### src/logic/usr_pkg.sv
package usr_pkg;
  // ==========================================================
  // register byte offsets
  localparam logic [7:0] OFS_DATA  = 8'h00;
  localparam logic [7:0] OFS_IEN   = 8'h04;
  localparam logic [7:0] OFS_LCTL  = 8'h0C;
  localparam logic [7:0] OFS_MCTL  = 8'h10;
  localparam logic [7:0] OFS_LSTAT = 8'h14;
  localparam logic [7:0] OFS_MSTAT = 8'h18;
  localparam logic [7:0] OFS_SCR   = 8'h1C;
  localparam logic [7:0] OFS_FCTL  = 8'h20;
  localparam logic [7:0] OFS_EFEAT = 8'h24;
  // ==========================================================
  // field positions
  localparam int LCTL_DLAB    = 7;
  localparam int LCTL_PAR     = 3;
  localparam int LCTL_STOP    = 2;
  localparam int MCTL_DTR     = 0;
  localparam int MCTL_RTS     = 1;
  localparam int MCTL_OP1     = 2;
  localparam int MCTL_OP2     = 3;
  localparam int MCTL_LOOP    = 4;
  localparam int IEN_LINE     = 2;
  localparam int IEN_MODEM    = 3;
  localparam int FCTL_RS485   = 3;
  localparam int FCTL_SWAP    = 6;
  localparam int EFEAT_ACTS   = 7;
  localparam int EMS_RTSINV   = 3;
  localparam int EMS_LSIMM    = 6;
  localparam int EMS_OS16     = 7;
  // ==========================================================
  // reset values and constants
  localparam logic [7:0] SCR_RST  = 8'hFF;
  localparam logic [7:0] EMS_RST  = 8'h80;
  localparam logic [7:0] ZERO8    = 8'h00;
  localparam logic [3:0] OS16_LAST = 4'hF;
  localparam logic [3:0] OS8_LAST  = 4'h7;
  localparam logic [3:0] FRAME_BASE = 4'h8;
  localparam logic [1:0] CNT_ALT  = 2'h3;
  localparam logic [1:0] CNT_TX   = 2'h1;
  // hysteresis in characters, index {mode 5:4, fifo control 1:0}
  localparam logic [5:0] HYST_TABLE [16] = '{
    6'h00, 6'h04, 6'h06, 6'h08, 6'h08, 6'h10, 6'h18, 6'h20,
    6'h28, 6'h2C, 6'h30, 6'h34, 6'h0C, 6'h14, 6'h1C, 6'h24};
  typedef enum logic [2:0] {
    BRK_IDLE = 3'b001,
    BRK_CNT  = 3'b010,
    BRK_HOLD = 3'b100
  } usr_brk_t;
endpackage

### src/logic/usr_side_if.sv
`timescale 1ns/10ps
`default_nettype none
interface usr_side_if;
  logic [15:0] divisor;
  logic        os16;
  logic        sampleTick;
  logic        bitTick;
  logic        loopback;
  logic [3:0]  loopBits;
  logic [3:0]  pinsN;
  logic [3:0]  state;
  logic [3:0]  change;
  modport core  (output divisor, os16, loopback, loopBits, pinsN,
                 input sampleTick, bitTick, state, change);
  modport baud  (input divisor, os16, output sampleTick, bitTick);
  modport modem (input loopback, loopBits, pinsN, output state, change);
endinterface
`default_nettype wire

### src/logic/usr_regs.sv
`timescale 1ns/10ps
`default_nettype none
// What this block does
// - break after a whole low frame, pushed once
// - holding-empty set on transfer, cleared by write; in FIFO mode set while FIFO level is zero
// - transmitter empty only when fully idle
// - receive error flag while errored bytes stored
// - modem deltas latch on changes, raise interrupt
// - ring delta on trailing edge only
// - auto CTS halts transmit while CTS deasserted (CTS state low)
// - modem states inverted pins or loopback bits
// - scratch byte, reset to all ones
// - swap maps scratch to mode and level
// - mode bits pick counted FIFO
// - alternate mode reads receive then transmit
// - polarity bit sets direction output sense
// - four bits pick hysteresis from table
// - line interrupt immediate or at holding
// - sampling bit picks 8x or 16x
// - 16-bit divisor sets bit rate
// - divisor access bit maps divisor registers
// - loopback routes modem outputs to inputs
module usr_regs #(
  parameter logic [7:0] IDENT_CODE = 8'h5C, // arbitrary value
  parameter int         ERR_W      = 7
) (
  // clock and reset
  input  wire logic        core_clk,
  input  wire logic        resetn,
  // apb slave
  input  wire logic [7:0]  paddr,
  input  wire logic        psel,
  input  wire logic        penable,
  input  wire logic        pwrite,
  input  wire logic [31:0] pwdata,
  input  wire logic [3:0]  pstrb,
  output logic [31:0]      prdata,
  output logic             pready,
  output logic             pslverr,
  // serial side pins
  input  wire logic        rxPin,
  input  wire logic        ctsPinN,
  input  wire logic        dsrPinN,
  input  wire logic        riPinN,
  input  wire logic        cdPinN,
  output logic             dtrPinN,
  output logic             rtsPinN,
  // transmit core
  input  wire logic        fifoEnable,
  input  wire logic        txHoldTaken,
  input  wire logic        txShiftBusy,
  input  wire logic [7:0]  txFifoLevel,
  output logic             txLoad,
  output logic [7:0]       txLoadData,
  output logic             txHalt,
  // receive core
  input  wire logic [7:0]  rxFifoLevel,
  input  wire logic [7:0]  rxHoldData,
  input  wire logic [3:0]  rxStatusLow,
  input  wire logic        rxPushErr,
  input  wire logic        rxPopErr,
  input  wire logic        rxHeadErr,
  output logic             rxBreakPush,
  // timing and flow control
  output logic             sampleTick,
  output logic             bitTick,
  output logic [5:0]       rtsHyst,
  // interrupt requests
  output logic             modemIrq,
  output logic             lineIrq
);
  // ==========================================================
  // register state
  logic [7:0]  ien_q;
  logic [7:0]  lctl_q;
  logic [7:0]  mctl_q;
  logic [7:0]  fctl_q;
  logic [7:0]  efeat_q;
  logic [7:0]  divLow_q;
  logic [7:0]  divHigh_q;
  logic [7:0]  scratch_q;
  logic [7:0]  emsel_q;
  logic [3:0]  delta_q;
  logic [3:0]  delta_d;
  logic        thre_q;
  logic        brkFlag_q;
  logic        altTx_q;
  logic [ERR_W-1:0] errCnt_q;
  logic [31:0] prdata_q;
  logic        txLoad_q;
  logic [7:0]  txData_q;
  logic        rxSyncA_q;
  logic        rxSyncB_q;
  usr_pkg::usr_brk_t brkState_q;
  logic [3:0]  brkCnt_q;
  logic        brkPush_q;

  usr_side_if sd ();

  // ==========================================================
  // apb decode
  wire logic setup   = psel & ~penable;
  wire logic access  = psel & penable;
  wire logic dlab    = lctl_q[usr_pkg::LCTL_DLAB];
  wire logic swap    = fctl_q[usr_pkg::FCTL_SWAP];
  wire logic hitData = paddr == usr_pkg::OFS_DATA;
  wire logic hitIen  = paddr == usr_pkg::OFS_IEN;
  wire logic hitLctl = paddr == usr_pkg::OFS_LCTL;
  wire logic hitMctl = paddr == usr_pkg::OFS_MCTL;
  wire logic hitLst  = paddr == usr_pkg::OFS_LSTAT;
  wire logic hitMst  = paddr == usr_pkg::OFS_MSTAT;
  wire logic hitScr  = paddr == usr_pkg::OFS_SCR;
  wire logic hitFctl = paddr == usr_pkg::OFS_FCTL;
  wire logic hitEft  = paddr == usr_pkg::OFS_EFEAT;
  wire logic hitAny  = hitData | hitIen | hitLctl | hitMctl | hitLst
                     | hitMst | hitScr | hitFctl | hitEft;
  wire logic wrEn    = access & pwrite & pstrb[0] & hitAny;
  wire logic rdEn    = access & ~pwrite & hitAny;
  wire logic [7:0] wb = pwdata[7:0];

  assign pready  = access;
  assign pslverr = access & ~hitAny;
  assign prdata  = prdata_q;

  // divisor registers replace data and enable while the access bit is set
  wire logic wrDivLo = wrEn & hitData & dlab;
  wire logic wrDivHi = wrEn & hitIen & dlab;
  wire logic wrTx    = wrEn & hitData & ~dlab;
  wire logic wrIen   = wrEn & hitIen & ~dlab;
  wire logic wrScr   = wrEn & hitScr & ~swap;
  wire logic wrEms   = wrEn & hitScr & swap;
  wire logic rdLst   = rdEn & hitLst;
  wire logic rdMst   = rdEn & hitMst;
  wire logic rdLvl   = rdEn & hitScr & swap;

  // ==========================================================
  // line status
  wire logic [15:0] divisor = {divHigh_q, divLow_q};
  wire logic thre    = fifoEnable ? (txFifoLevel == usr_pkg::ZERO8) : thre_q;
  wire logic temt    = thre & ~txShiftBusy;
  wire logic errFlag = errCnt_q != '0;
  wire logic [7:0] lineStatus = {errFlag, temt, thre, brkFlag_q, rxStatusLow};
  wire logic [7:0] modemStatus = {sd.state, delta_q};

  // ==========================================================
  // level counter selection
  wire logic [1:0] cntMode = emsel_q[1:0];
  wire logic pickTx = (cntMode == usr_pkg::CNT_TX)
                    | ((cntMode == usr_pkg::CNT_ALT) & altTx_q);
  wire logic [7:0] levelCount = pickTx ? txFifoLevel : rxFifoLevel;
  wire logic identOk = dlab & (divisor == 16'h0000);

  // read mux; the ident shares the divisor high location
  wire logic [7:0] rdData =
      hitData ? (dlab ? divLow_q : rxHoldData) :
      hitIen  ? (identOk ? IDENT_CODE : (dlab ? divHigh_q : ien_q)) :
      hitLctl ? lctl_q :
      hitMctl ? mctl_q :
      hitLst  ? lineStatus :
      hitMst  ? modemStatus :
      hitScr  ? (swap ? levelCount : scratch_q) :
      hitFctl ? fctl_q :
      hitEft  ? efeat_q : usr_pkg::ZERO8;

  // ==========================================================
  // modem side and flow control
  assign sd.divisor  = divisor;
  assign sd.os16     = emsel_q[usr_pkg::EMS_OS16];
  assign sd.loopback = mctl_q[usr_pkg::MCTL_LOOP];
  assign sd.loopBits = {mctl_q[usr_pkg::MCTL_OP2], mctl_q[usr_pkg::MCTL_OP1],
                        mctl_q[usr_pkg::MCTL_DTR], mctl_q[usr_pkg::MCTL_RTS]};
  assign sd.pinsN    = {cdPinN, riPinN, dsrPinN, ctsPinN};

  usr_baud_gen u_baud (
    .core_clk (core_clk),
    .resetn   (resetn),
    .sd       (sd.baud)
  );
  usr_modem_det u_modem (
    .core_clk (core_clk),
    .resetn   (resetn),
    .sd       (sd.modem)
  );

  assign sampleTick = sd.sampleTick;
  assign bitTick    = sd.bitTick;
  // the core finishes its current character before obeying the halt
  assign txHalt  = efeat_q[usr_pkg::EFEAT_ACTS] & ~sd.state[0];
  wire logic rs485 = fctl_q[usr_pkg::FCTL_RS485];
  wire logic rtsInv = emsel_q[usr_pkg::EMS_RTSINV];
  assign rtsPinN = rs485 ? (~temt ~^ rtsInv) : ~mctl_q[usr_pkg::MCTL_RTS];
  assign dtrPinN = ~mctl_q[usr_pkg::MCTL_DTR];
  assign rtsHyst = usr_pkg::HYST_TABLE[{emsel_q[5:4], fctl_q[1:0]}];
  assign modemIrq = ien_q[usr_pkg::IEN_MODEM] & (|delta_q);
  // immediate mode uses the stored-error sum, delayed mode the head byte
  wire logic lineErr = emsel_q[usr_pkg::EMS_LSIMM] ? errFlag : rxHeadErr;
  assign lineIrq = ien_q[usr_pkg::IEN_LINE] & lineErr;
  assign txLoad     = txLoad_q;
  assign txLoadData = txData_q;
  assign rxBreakPush = brkPush_q;

  // only the deltas captured at setup are cleared, so a change in
  // between stays visible (set wins over clear)
  always_comb begin
    delta_d = (delta_q & ~(rdMst ? prdata_q[3:0] : 4'h0)) | sd.change;
  end

  // ==========================================================
  // break detection
  wire logic rxLow = ~rxSyncB_q;
  wire logic [3:0] frameBits = usr_pkg::FRAME_BASE + {2'b00, lctl_q[1:0]}
                             + {3'b000, lctl_q[usr_pkg::LCTL_PAR]}
                             + {3'b000, lctl_q[usr_pkg::LCTL_STOP]};
  // one extra tick since the first bit period starts part way
  wire logic brkDone = sd.bitTick & (brkCnt_q >= frameBits);

  always_ff @(posedge core_clk or negedge resetn) begin
    if (!resetn) begin
      brkState_q <= usr_pkg::BRK_IDLE;
      brkCnt_q   <= 4'h0;
      brkPush_q  <= 1'b0;
    end else begin
      brkPush_q <= 1'b0;
      case (brkState_q)
        usr_pkg::BRK_IDLE: begin
          brkCnt_q <= 4'h0;
          if (rxLow) begin
            brkState_q <= usr_pkg::BRK_CNT;
          end
        end
        usr_pkg::BRK_CNT: begin
          if (!rxLow) begin
            brkState_q <= usr_pkg::BRK_IDLE;
          end else if (brkDone) begin
            brkState_q <= usr_pkg::BRK_HOLD;
            brkPush_q  <= 1'b1;
          end else if (sd.bitTick) begin
            brkCnt_q <= brkCnt_q + 4'h1;
          end
        end
        usr_pkg::BRK_HOLD: begin
          if (!rxLow) begin
            brkState_q <= usr_pkg::BRK_IDLE;
          end
        end
        default: brkState_q <= usr_pkg::BRK_IDLE;
      endcase
    end
  end

  // ==========================================================
  // registers
  always_ff @(posedge core_clk or negedge resetn) begin
    if (!resetn) begin
      ien_q     <= usr_pkg::ZERO8;
      lctl_q    <= usr_pkg::ZERO8;
      mctl_q    <= usr_pkg::ZERO8;
      fctl_q    <= usr_pkg::ZERO8;
      efeat_q   <= usr_pkg::ZERO8;
      divLow_q  <= usr_pkg::ZERO8;
      divHigh_q <= usr_pkg::ZERO8;
      scratch_q <= usr_pkg::SCR_RST;
      emsel_q   <= usr_pkg::EMS_RST;
    end else begin
      if (wrIen)                 ien_q     <= wb;
      if (wrEn & hitLctl)        lctl_q    <= wb;
      if (wrEn & hitMctl)        mctl_q    <= wb;
      if (wrEn & hitFctl)        fctl_q    <= wb;
      if (wrEn & hitEft)         efeat_q   <= wb;
      if (wrDivLo)               divLow_q  <= wb;
      if (wrDivHi)               divHigh_q <= wb;
      if (wrScr)                 scratch_q <= wb;
      if (wrEms)                 emsel_q   <= wb;
    end
  end

  always_ff @(posedge core_clk or negedge resetn) begin
    if (!resetn) begin
      delta_q   <= 4'h0;
      thre_q    <= 1'b1;
      brkFlag_q <= 1'b0;
      altTx_q   <= 1'b0;
      errCnt_q  <= '0;
    end else begin
      delta_q <= delta_d;
      // hardware set wins over the host write clearing it
      if (txHoldTaken) begin
        thre_q <= 1'b1;
      end else if (wrTx) begin
        thre_q <= 1'b0;
      end
      if (brkDone & (brkState_q == usr_pkg::BRK_CNT)) begin
        brkFlag_q <= 1'b1;
      end else if (rdLst & prdata_q[4]) begin
        brkFlag_q <= 1'b0;
      end
      if (wrEms) begin
        altTx_q <= 1'b0;
      end else if (rdLvl & (cntMode == usr_pkg::CNT_ALT)) begin
        altTx_q <= ~altTx_q;
      end
      if (rxPushErr & ~rxPopErr) begin
        errCnt_q <= errCnt_q + 1'b1;
      end else if (rxPopErr & ~rxPushErr & errFlag) begin
        errCnt_q <= errCnt_q - 1'b1;
      end
    end
  end

  always_ff @(posedge core_clk or negedge resetn) begin
    if (!resetn) begin
      prdata_q  <= 32'h00000000;
      txLoad_q  <= 1'b0;
      txData_q  <= usr_pkg::ZERO8;
      rxSyncA_q <= 1'b1;
      rxSyncB_q <= 1'b1;
    end else begin
      if (setup & ~pwrite) begin
        prdata_q <= {24'h000000, rdData};
      end
      txLoad_q  <= wrTx;
      if (wrTx) begin
        txData_q <= wb;
      end
      rxSyncA_q <= rxPin;
      rxSyncB_q <= rxSyncA_q;
    end
  end
endmodule
`default_nettype wire

### src/logic/usr_baud_gen.sv
`timescale 1ns/10ps
`default_nettype none
module usr_baud_gen (
  // clock and reset
  input wire logic core_clk,
  input wire logic resetn,
  // divisor in, ticks out
  usr_side_if.baud sd
);
  logic [15:0] divCnt_q;
  logic [3:0]  osCnt_q;
  wire logic       divOn  = sd.divisor != 16'h0000;
  wire logic       divHit = divOn && (divCnt_q >= sd.divisor - 16'h0001);
  // 8x sampling shortens the bit to 8 sample ticks
  wire logic [3:0] osLast = sd.os16 ? usr_pkg::OS16_LAST : usr_pkg::OS8_LAST;
  wire logic       osHit  = osCnt_q >= osLast;
  assign sd.sampleTick = divHit;
  assign sd.bitTick    = divHit && osHit;
  always_ff @(posedge core_clk or negedge resetn) begin
    if (!resetn) begin
      divCnt_q <= 16'h0000;
      osCnt_q  <= 4'h0;
    end else begin
      divCnt_q <= (divHit || !divOn) ? 16'h0000 : divCnt_q + 16'h0001;
      if (divHit) begin
        osCnt_q <= osHit ? 4'h0 : osCnt_q + 4'h1;
      end
    end
  end
endmodule
`default_nettype wire

### src/logic/usr_modem_det.sv
`timescale 1ns/10ps
`default_nettype none
module usr_modem_det (
  // clock and reset
  input wire logic core_clk,
  input wire logic resetn,
  // pins in, states out
  usr_side_if.modem sd
);
  logic [3:0] syncA_q;
  logic [3:0] syncB_q;
  logic [3:0] state_q;
  // bit order {cd, ri, dsr, cts}; pins are active low
  wire logic [3:0] stateNow = sd.loopback ? sd.loopBits : ~syncB_q;
  assign sd.state = stateNow;
  // ring delta only on the trailing edge of ringing
  assign sd.change = {stateNow[3] ^ state_q[3],
                      state_q[2] & ~stateNow[2],
                      stateNow[1:0] ^ state_q[1:0]};
  always_ff @(posedge core_clk or negedge resetn) begin
    if (!resetn) begin
      syncA_q <= 4'hF;
      syncB_q <= 4'hF;
      state_q <= 4'h0;
    end else begin
      syncA_q <= sd.pinsN;
      syncB_q <= syncA_q;
      state_q <= stateNow;
    end
  end
endmodule
`default_nettype wire

### config.mk
export PLATFORM = sky130hd
export DESIGN_NAME = usr_regs
export DESIGN_NICKNAME = d
export VERILOG_FILES = /design/src/logic/usr_pkg.sv /design/src/logic/usr_side_if.sv /design/src/logic/usr_regs.sv /design/src/logic/usr_baud_gen.sv /design/src/logic/usr_modem_det.sv
export SDC_FILE = /design/constraint.sdc
export NUM_CORES = 1
export LEC_CHECK = 0
export ABC_AREA = 1
export CORE_ASPECT_RATIO = 1.1
export CORE_UTILIZATION = 58
export CTS_CLUSTER_SIZE = 25
export DETAILED_ROUTE_END_ITERATION = 7
export DONT_BUFFER_PORTS = 1
export PLACE_DENSITY = 0.71
export SKIP_CTS_REPAIR_TIMING = 1
export SYNTH_ARGS = -nofsm -noshare
export SYNTH_HDL_FRONTEND = slang
export SYNTH_HIERARCHICAL = 1
export SYNTH_SLANG_ARGS = --single-unit
### constraint.sdc
create_clock -name core_clk -period 6.1 [get_ports core_clk]
set_input_delay 0.305 -clock core_clk [delete_from_list [all_inputs] [get_ports core_clk]]
set_output_delay 0.305 -clock core_clk [all_outputs]
set_load 0.01 [all_outputs]
* Word level (Yosys, flattened, before mapping)
Memory sizes are Yosys's and may differ from the RTL's.
Cells that the tools add are included.
** Storage, ports and cells
- Flip-flop bits (word level) :: 145
- Memory bits (read-only) :: 96
- Bits of input ports :: 88
- Output and inout port bits :: 57
- Logic and storage cells :: 192
- Memories kept :: 1
** Memories
- (name not given) :: depth 16, width 6, read ports 1, clocked after Yosys merged registers in 0, wr ports 0, line usr_regs.sv:193 : assign rtsHyst = usr_pkg::HYST_TABLE[{emsel_q[5:4], fctl_q[1:0]}];
** Cells by class
- $add $sub $neg :: 9
- Magnitude comparators :: 4
- Eq/ne operators :: 19
- Multiplexer cells :: 44
- Bitwise operators :: 71
- Reduce and logical (&&, ||, !) cells :: 17
** Operators by type and width (number)
- $mux W8 :: 14
- $and A1 B1 Y1 :: 40
- $eq A8 B5 Y1 const B :: 4
- $mux W4 :: 7
- $add A16 B1 Y16 const B :: 1
- $eq A8 B6 Y1 const B :: 2
- $ge A16 B16 Y1 :: 1
- $logic_not A16 Y1 :: 1
- $logic_not A8 Y1 :: 2
- $mux W16 :: 1
- $reduce_bool A16 Y1 :: 1
- $sub A16 B1 Y16 const B :: 1
- $mux W7 :: 2
- $not A1 Y1 :: 14
- $mux W1 :: 12
- $mux W3 :: 4
- $mux W6 :: 2
- $ne A2 B2 Y1 const B :: 5
- $reduce_bool A2 Y1 :: 5
- $or A1 B1 Y1 :: 9
- $pmux W3 S3 :: 1
- $add A4 B1 Y4 :: 2
- $add A4 B1 Y4 const B :: 2
- $eq A8 B3 Y1 const B :: 1
- other kinds (27) :: 30

* Depth between registers and ports, before layout
- Word-level depth :: 15
- Depth in mapped cells :: 21
- Depth with buffers taken out :: 21

* Cells and area by module
The synthesis kept the hierarchy.
** By module, submodules not included
- usr_regs :: instances 1, cells an instance 825, area an instance 6311.1 um^2, sequential area each 2819.0 um^2
- usr_baud_gen :: instances 1, cells an instance 241, area an instance 1858.0 um^2, sequential area each 500.5 um^2
- usr_modem_det :: instances 1, cells an instance 51, area an instance 506.7 um^2, sequential area each 310.3 um^2

* Worst setup path after synthesis
Ideal clock, no wire load.
- Kind :: register to register
- Start :: reg divLow_q[0]
- End :: reg brkCnt_q[2]
- Library setup time :: 0.117 ns
- Arrival time :: 3.012 ns
- Data required time :: 5.983 ns
- Path slack :: 2.972 ns
- Cell stages (with the launch flop) :: 20
- Buffers on the path :: 0
- Clock period less this slack :: 3.128 ns
- Path through :: dfrtp_1 > inv_1 > ha_1 > nand3_1 > nor3_2 > nand2_1 > xnor2_1 > inv_1 > ha_1 > nand2_1 > nor3_1 > nand2_1 > nand2_1 > nand2_2 > nor2_1 > nand2_1 > a31oi_1 > inv_1 > nand2_1 > nand2_1
** Between the ends
- Word-level cells in the longest chain between the ends :: 7
- Elaborated cells between the ends (all ways) :: 9
- Classes of those cells :: add/sub (1); order compare (1); eq/ne (2); bitwise (1); reduce/logical (4)
** Ends and longest elaborated chain
- from (decl) :: line usr_regs.sv:79 : logic [7:0] divLow_q;
- from (signal assigned) :: line usr_regs.sv:260 : divLow_q <= usr_pkg::ZERO8;
- from (signal assigned) :: line usr_regs.sv:270 : if (wrDivLo) divLow_q <= wb;
- $sub A16 B1 Y16 :: line usr_baud_gen.sv:13 : wire logic divHit = divOn && (divCnt_q >= sd.divisor - 16'h0001);
- $ge A16 B16 Y1 :: line usr_baud_gen.sv:13
- $logic_and A1 B1 Y1 (*) :: line usr_baud_gen.sv:13
- $logic_and A1 B1 Y1 (*) :: line usr_baud_gen.sv:18 : assign sd.bitTick = divHit && osHit;
- via bitTick :: line usr_regs.sv:66 : output logic bitTick,
- $and A1 B1 Y1 :: line usr_regs.sv:215 : wire logic brkDone = sd.bitTick & (brkCnt_q >= frameBits);
- $ne A2 B2 Y1 (no source line)
- $reduce_and A4 Y1 (no source line) (*)
- to (signal assigned) :: line usr_regs.sv:238 : brkCnt_q <= brkCnt_q + 4'h1;
- to (decl) :: line usr_regs.sv:95 : logic [3:0] brkCnt_q;
The timed path passes the listed nets; every way through them passes the cells marked *.
A chain may end at the register's enable or synchronous reset.

* Worst setup path after layout
Ends and elaborated chain as after synthesis.

==> impl_metrics.sql <==
INSERT INTO impl_metrics (metric_group, metric, value, unit) VALUES
('logic_synthesis', 'yosysSeqAreaShare', '41.8', '%'),
('power_and_ir_drop', 'power_frac_clock', '44.5', '%'),
('global_route', 'grt_start_max_net_pins', '145', ''),
('timing', 'finalCriticalPeriod', '3.84', 'ns'),
('placed_design', 'postPlaceCellArea', '8660', 'um2'),
('timing', 'final_cycle_share', '62.9', '%'),
('flow_run', 'cap_viol_max_count', '0', ''),
('setup_path', 'setup.worst_path.end_class', 'flip-flop', ''),
('global_route', 'grt_antenna_before_repair', '1', ''),
('global_route', 'grt_pass1_vias', '6373', ''),
('drt', 'ant_nets', '0', ''),
('logic_synthesis', 'synth_top_area_cell', 'dfrtp_1', ''),
('clock_tree', 'cts.path.max_buffers', '2', ''),
('power_and_ir_drop', 'total_switching_power', '0.629', 'mW'),
('logic_synthesis', 'synth_flop_cell', 'dfrtp_1', ''),
('global_route', 'gr-total-overflow', '0', ''),
('drt', 'via_count', '7140', ''),
('logic_synthesis', 'number_of_synthesized_flops_with_an_enable_pin', '0', ''),
('logic_synthesis', 'yosysWarningCount', '6', ''),
('setup_path', 'critical_path_arrival', '4.15', 'ns'),
('logic_synthesis', 'post_synth_instance_area', '8680', 'um2'),
('clock_tree', 'tritoncts.num_buffers', '17', ''),
('logic_synthesis', 'ys_seq_elements', '144', ''),
('drt', 'drtPass1Iterations', '6', ''),
('setup_path', 'critical_path_peak_fanout', '7', ''),
('logic_synthesis', 'synth.distinct_cells', '52', ''),
('floorplan', 'die_area', '15500', 'um2'),
('logic_synthesis', 'synth_async_sr_flop_share', '100', '%'),
('placed_design', 'gpl.final_weighted_congestion', '0.958', ''),
('clock_tree', 'ctsHtreeMaxLevel', '4', ''),
('drt', 'drt_iter0_markers', '640', ''),
('timing', 'final.setup_skew', '0.0113', 'ns'),
('floorplan', 'floorplan.initialDensity', '59.8', '%'),
('layout', 'syn_to_final_growth', '8.13', '%'),
('setup_path', 'crit_required', '6.42', 'ns'),
('timing', 'rsz_0062_raised_after_global_routing', 'false', ''),
('clock_tree', 'cts_tree', 'done', ''),
('placed_design', 'buffer_ports.inserted', '0', ''),
('power_and_ir_drop', 'sequentialPowerShare', '44.1', '%'),
('timing', 'maxSlewViolCount', '0', ''),
('timing', 'max_slew.worst_pin.slew', '0.886', 'ns'),
('layout', 'finalInstanceArea', '9380', 'um2'),
('setup_path', 'timing.reg2reg.worst_path_depth', '19', ''),
('logic_synthesis', 'area_share_of_the_largest_cell_type_after_synthesis', '35.5', '%'),
('drt', 'wl_per_cell', '15.8', 'um'),
('run_status', 'outcome', 'finished with violations', ''),
('timing', 'finalSetupTns', '0', 'ns'),
('floorplan', 'die_height', '130', 'um'),
('timing', 'hold_slack', '-0.00967', 'ns'),
('timing', 'hold_viol', '6', ''),
('timing', 'max_freq', '0.261', 'GHz'),
('drt', 'drc_errors', '0', ''),
('power_and_ir_drop', 'power.share.switching', '26.7', '%'),
('floorplan', 'ios', '145', ''),
('clock_tree', 'root_buffer', 'clkbuf_16', ''),
('global_route', 'grt_pass1_wl', '33500', 'um'),
('timing', 'slew-limit-headroom', '40.7', '%'),
('power_and_ir_drop', 'worst_ir_drop_vdd', '0.000209', 'V'),
('min_path', 'hold-path-cell-count', '2', ''),
('floorplan', 'die_x', '119', 'um'),
('logic_synthesis', 'netlist_instances', '1117', ''),
('logic_synthesis', 'synthesis.area_per_instance', '7.77', 'um2'),
('power_and_ir_drop', 'p_per_area', '251', 'nW/um2'),
('min_path', 'hold_path.class', 'input port to flip-flop', ''),
('power_and_ir_drop', 'leakage_dissipation', '4.80', 'nW'),
('floorplan', 'std_cell_rows', '46', ''),
('power_and_ir_drop', 'p_comb_share', '11.4', '%'),
('run_status', 'violations_in_the_final_reports', 'negative hold slack', ''),
('drt', 'detail_route.vias_per_cell', '5.38', ''),
('floorplan', 'coreArea', '14500', 'um2'),
('power_and_ir_drop', 'p_int', '1.72', 'mW'),
('clock_tree', 'clk-insertion-delay-late', '0.43', 'ns'),
('timing', 'setup_violations', '0', ''),
('setup_path', 'start_kind', 'flip-flop', ''),
('setup_path', 'critPathKind', 'flip-flop to flip-flop', ''),
('logic_synthesis', 'post_synth_main_area_contributors', 'dfrtp_1, nand2_1, dfstp_2, inv_1, ha_1', ''),
('layout', 'post_route_cells_drive_above_1_share', '11.3', '%'),
('drt', 'finalWirelength', '20900', 'um'),
('layout', 'fin_nets', '1244', ''),
('global_route', 'global_route.usage.total', '28.1', '%'),
('clock_tree', 'clock-sinks', '144', ''),
('placed_design', 'detailedPlacementHpwl', '14700', 'um'),
('clock_tree', 'path_clk_slew', '0.06', 'ns');
metal layers:
metal | up-vias | global-route usage, % | routed length, um
met2 | 268 | 44.1 | 9570
met4 | 0 | 9.38 | 447
met1 | 3299 | 39.1 | 9380
met5 | - | 0 | 0
met3 | 36 | 5.81 | 1520
li1 | 3537 | - | -
worst paths after layout:
path                                    start            endpoint  slack (ns)
max                               divLow_q[0]         brkCnt_q[2]        2.26
min                                 pwdata[7]           fctl_q[7]       -0.01
max reg2reg                       divLow_q[0]         brkCnt_q[2]        2.26
min reg2reg                u_modem/syncA_q[1]  u_modem/syncB_q[1]        0.36
max in group asynchronous              resetn         divLow_q[7]        4.98
min in group asynchronous              resetn  u_baud/divCnt_q[2]        0.48
registers in the layout, indices dropped and copies added, names as in the netlist, 7 cells and up:
register	cells
efeat_q	8
divHigh_q	8
scratch_q	8
errCnt_q	7
mctl_q	8
ien_q	8
u_baud/divCnt_q	16
fctl_q	8
lctl_q	8
txLoadData	8
prdata	8
divLow_q	8
emsel_q	7
cell usage after synthesis, drive strengths merged (11+ instances only):
| cell | instances |
|---|---|
| nor2 | 110 |
| inv | 130 |
| xnor2 | 11 |
| buf | 41 |
| nand3 | 60 |
| xor2 | 21 |
| dfstp | 21 |
| a21oi | 17 |
| nand4 | 31 |
| ha | 33 |
| nor3 | 11 |
| nand2 | 346 |
| dfrtp | 123 |
| o21ai | 109 |
critical path, cell delays in order, from the launching register on:
cell and delay, ns:
dfrtp_1 0.44, inv_1 0.16, ha_1 0.25, nand3_1 0.17
nor3_2 0.17, nand2_1 0.09, xnor2_1 0.13, inv_1 0.06
ha_1 0.27, nand2_1 0.06, nor3_1 0.23, nand2_1 0.14
nand2_1 0.21, nand2_2 0.15, nor2_1 0.38, nand2_1 0.13
a31oi_1 0.43, inv_1 0.12, nand2_1 0.08, nand2_1 0.04
cells in the final DEF (no fill, tap or decap), types with 10 or more instances in the layout:
master	instances
dfstp_2	21
nor2_1	80
inv_2	11
xnor2_1	11
nand3_1	52
o21ai_0	62
clkbuf_16	17
nand2_1	338
nor2_2	22
dlygate4sd3_1	10
dfrtp_1	123
nand4_1	24
ha_1	33
xor2_1	21
a21oi_1	16
o21ai_1	46
inv_1	118
conb_1	25
per-stage QoR:
step | hold WS [ns] | total power, mW | worst slack, ns | std cells | utilization [%]
CTS | -0.437 | 2.34 | 2.23 | 1315 | 63.8
floorplan | 0.00941 | 1.26 | 2.97 | 1141 | -
global route | 0.000709 | 2.46 | 1.73 | 1327 | 64.7
finish | -0.00967 | 2.35 | 2.26 | 1328 | 64.7
detailed placement | 0.0166 | 1.30 | 2.25 | 1283 | 59.7
global placement | 0.0149 | 1.29 | 2.36 | 1283 | 59.7
logic make-up (layout without fill, tap and decap cells):
group                    count (synthesis)  count (layout)  synth area share, %
XOR/XNOR                                32              32                 3.23
buffers and inverters                  182             175                 9.73
multiplexers                             2               2                0.231
adder cells (fa/ha/maj)                 35              35                 5.22
AO/OA/AOI/OAI                          145             145                 8.90
flip-flops                             144             144                 41.8
AND/OR/NAND/NOR                        576             576                 30.8
other                                    1              27               0.0432
area by class of cell:
| type | count | area (um2) |
|---|---|---|
| multi-input cells | 815 | 4290 |
| diodes | 2 | 5.00 |
| clock inverters | 12 | 130 |
| inverters | 132 | 500 |
| repair buffers | 11 | 128 |
| fillers | 1321 | 5120 |
| well taps | 192 | 240 |
| flip-flops and latches | 144 | 3630 |
| clock buffers | 20 | 457 |
power groups by stage:
stage	logic [mW]	registers (mW)	clock network (mW)
2_1_floorplan	0.211	1.05	0
3_3_place_gp	0.234	1.05	0
3_5_place_dp	0.241	1.06	0
4_1_cts	0.244	1.04	1.06
5_1_grt	0.313	1.04	1.10
6_report	0.267	1.04	1.05
No activity file was read; power rests on OpenSTA's default activity.
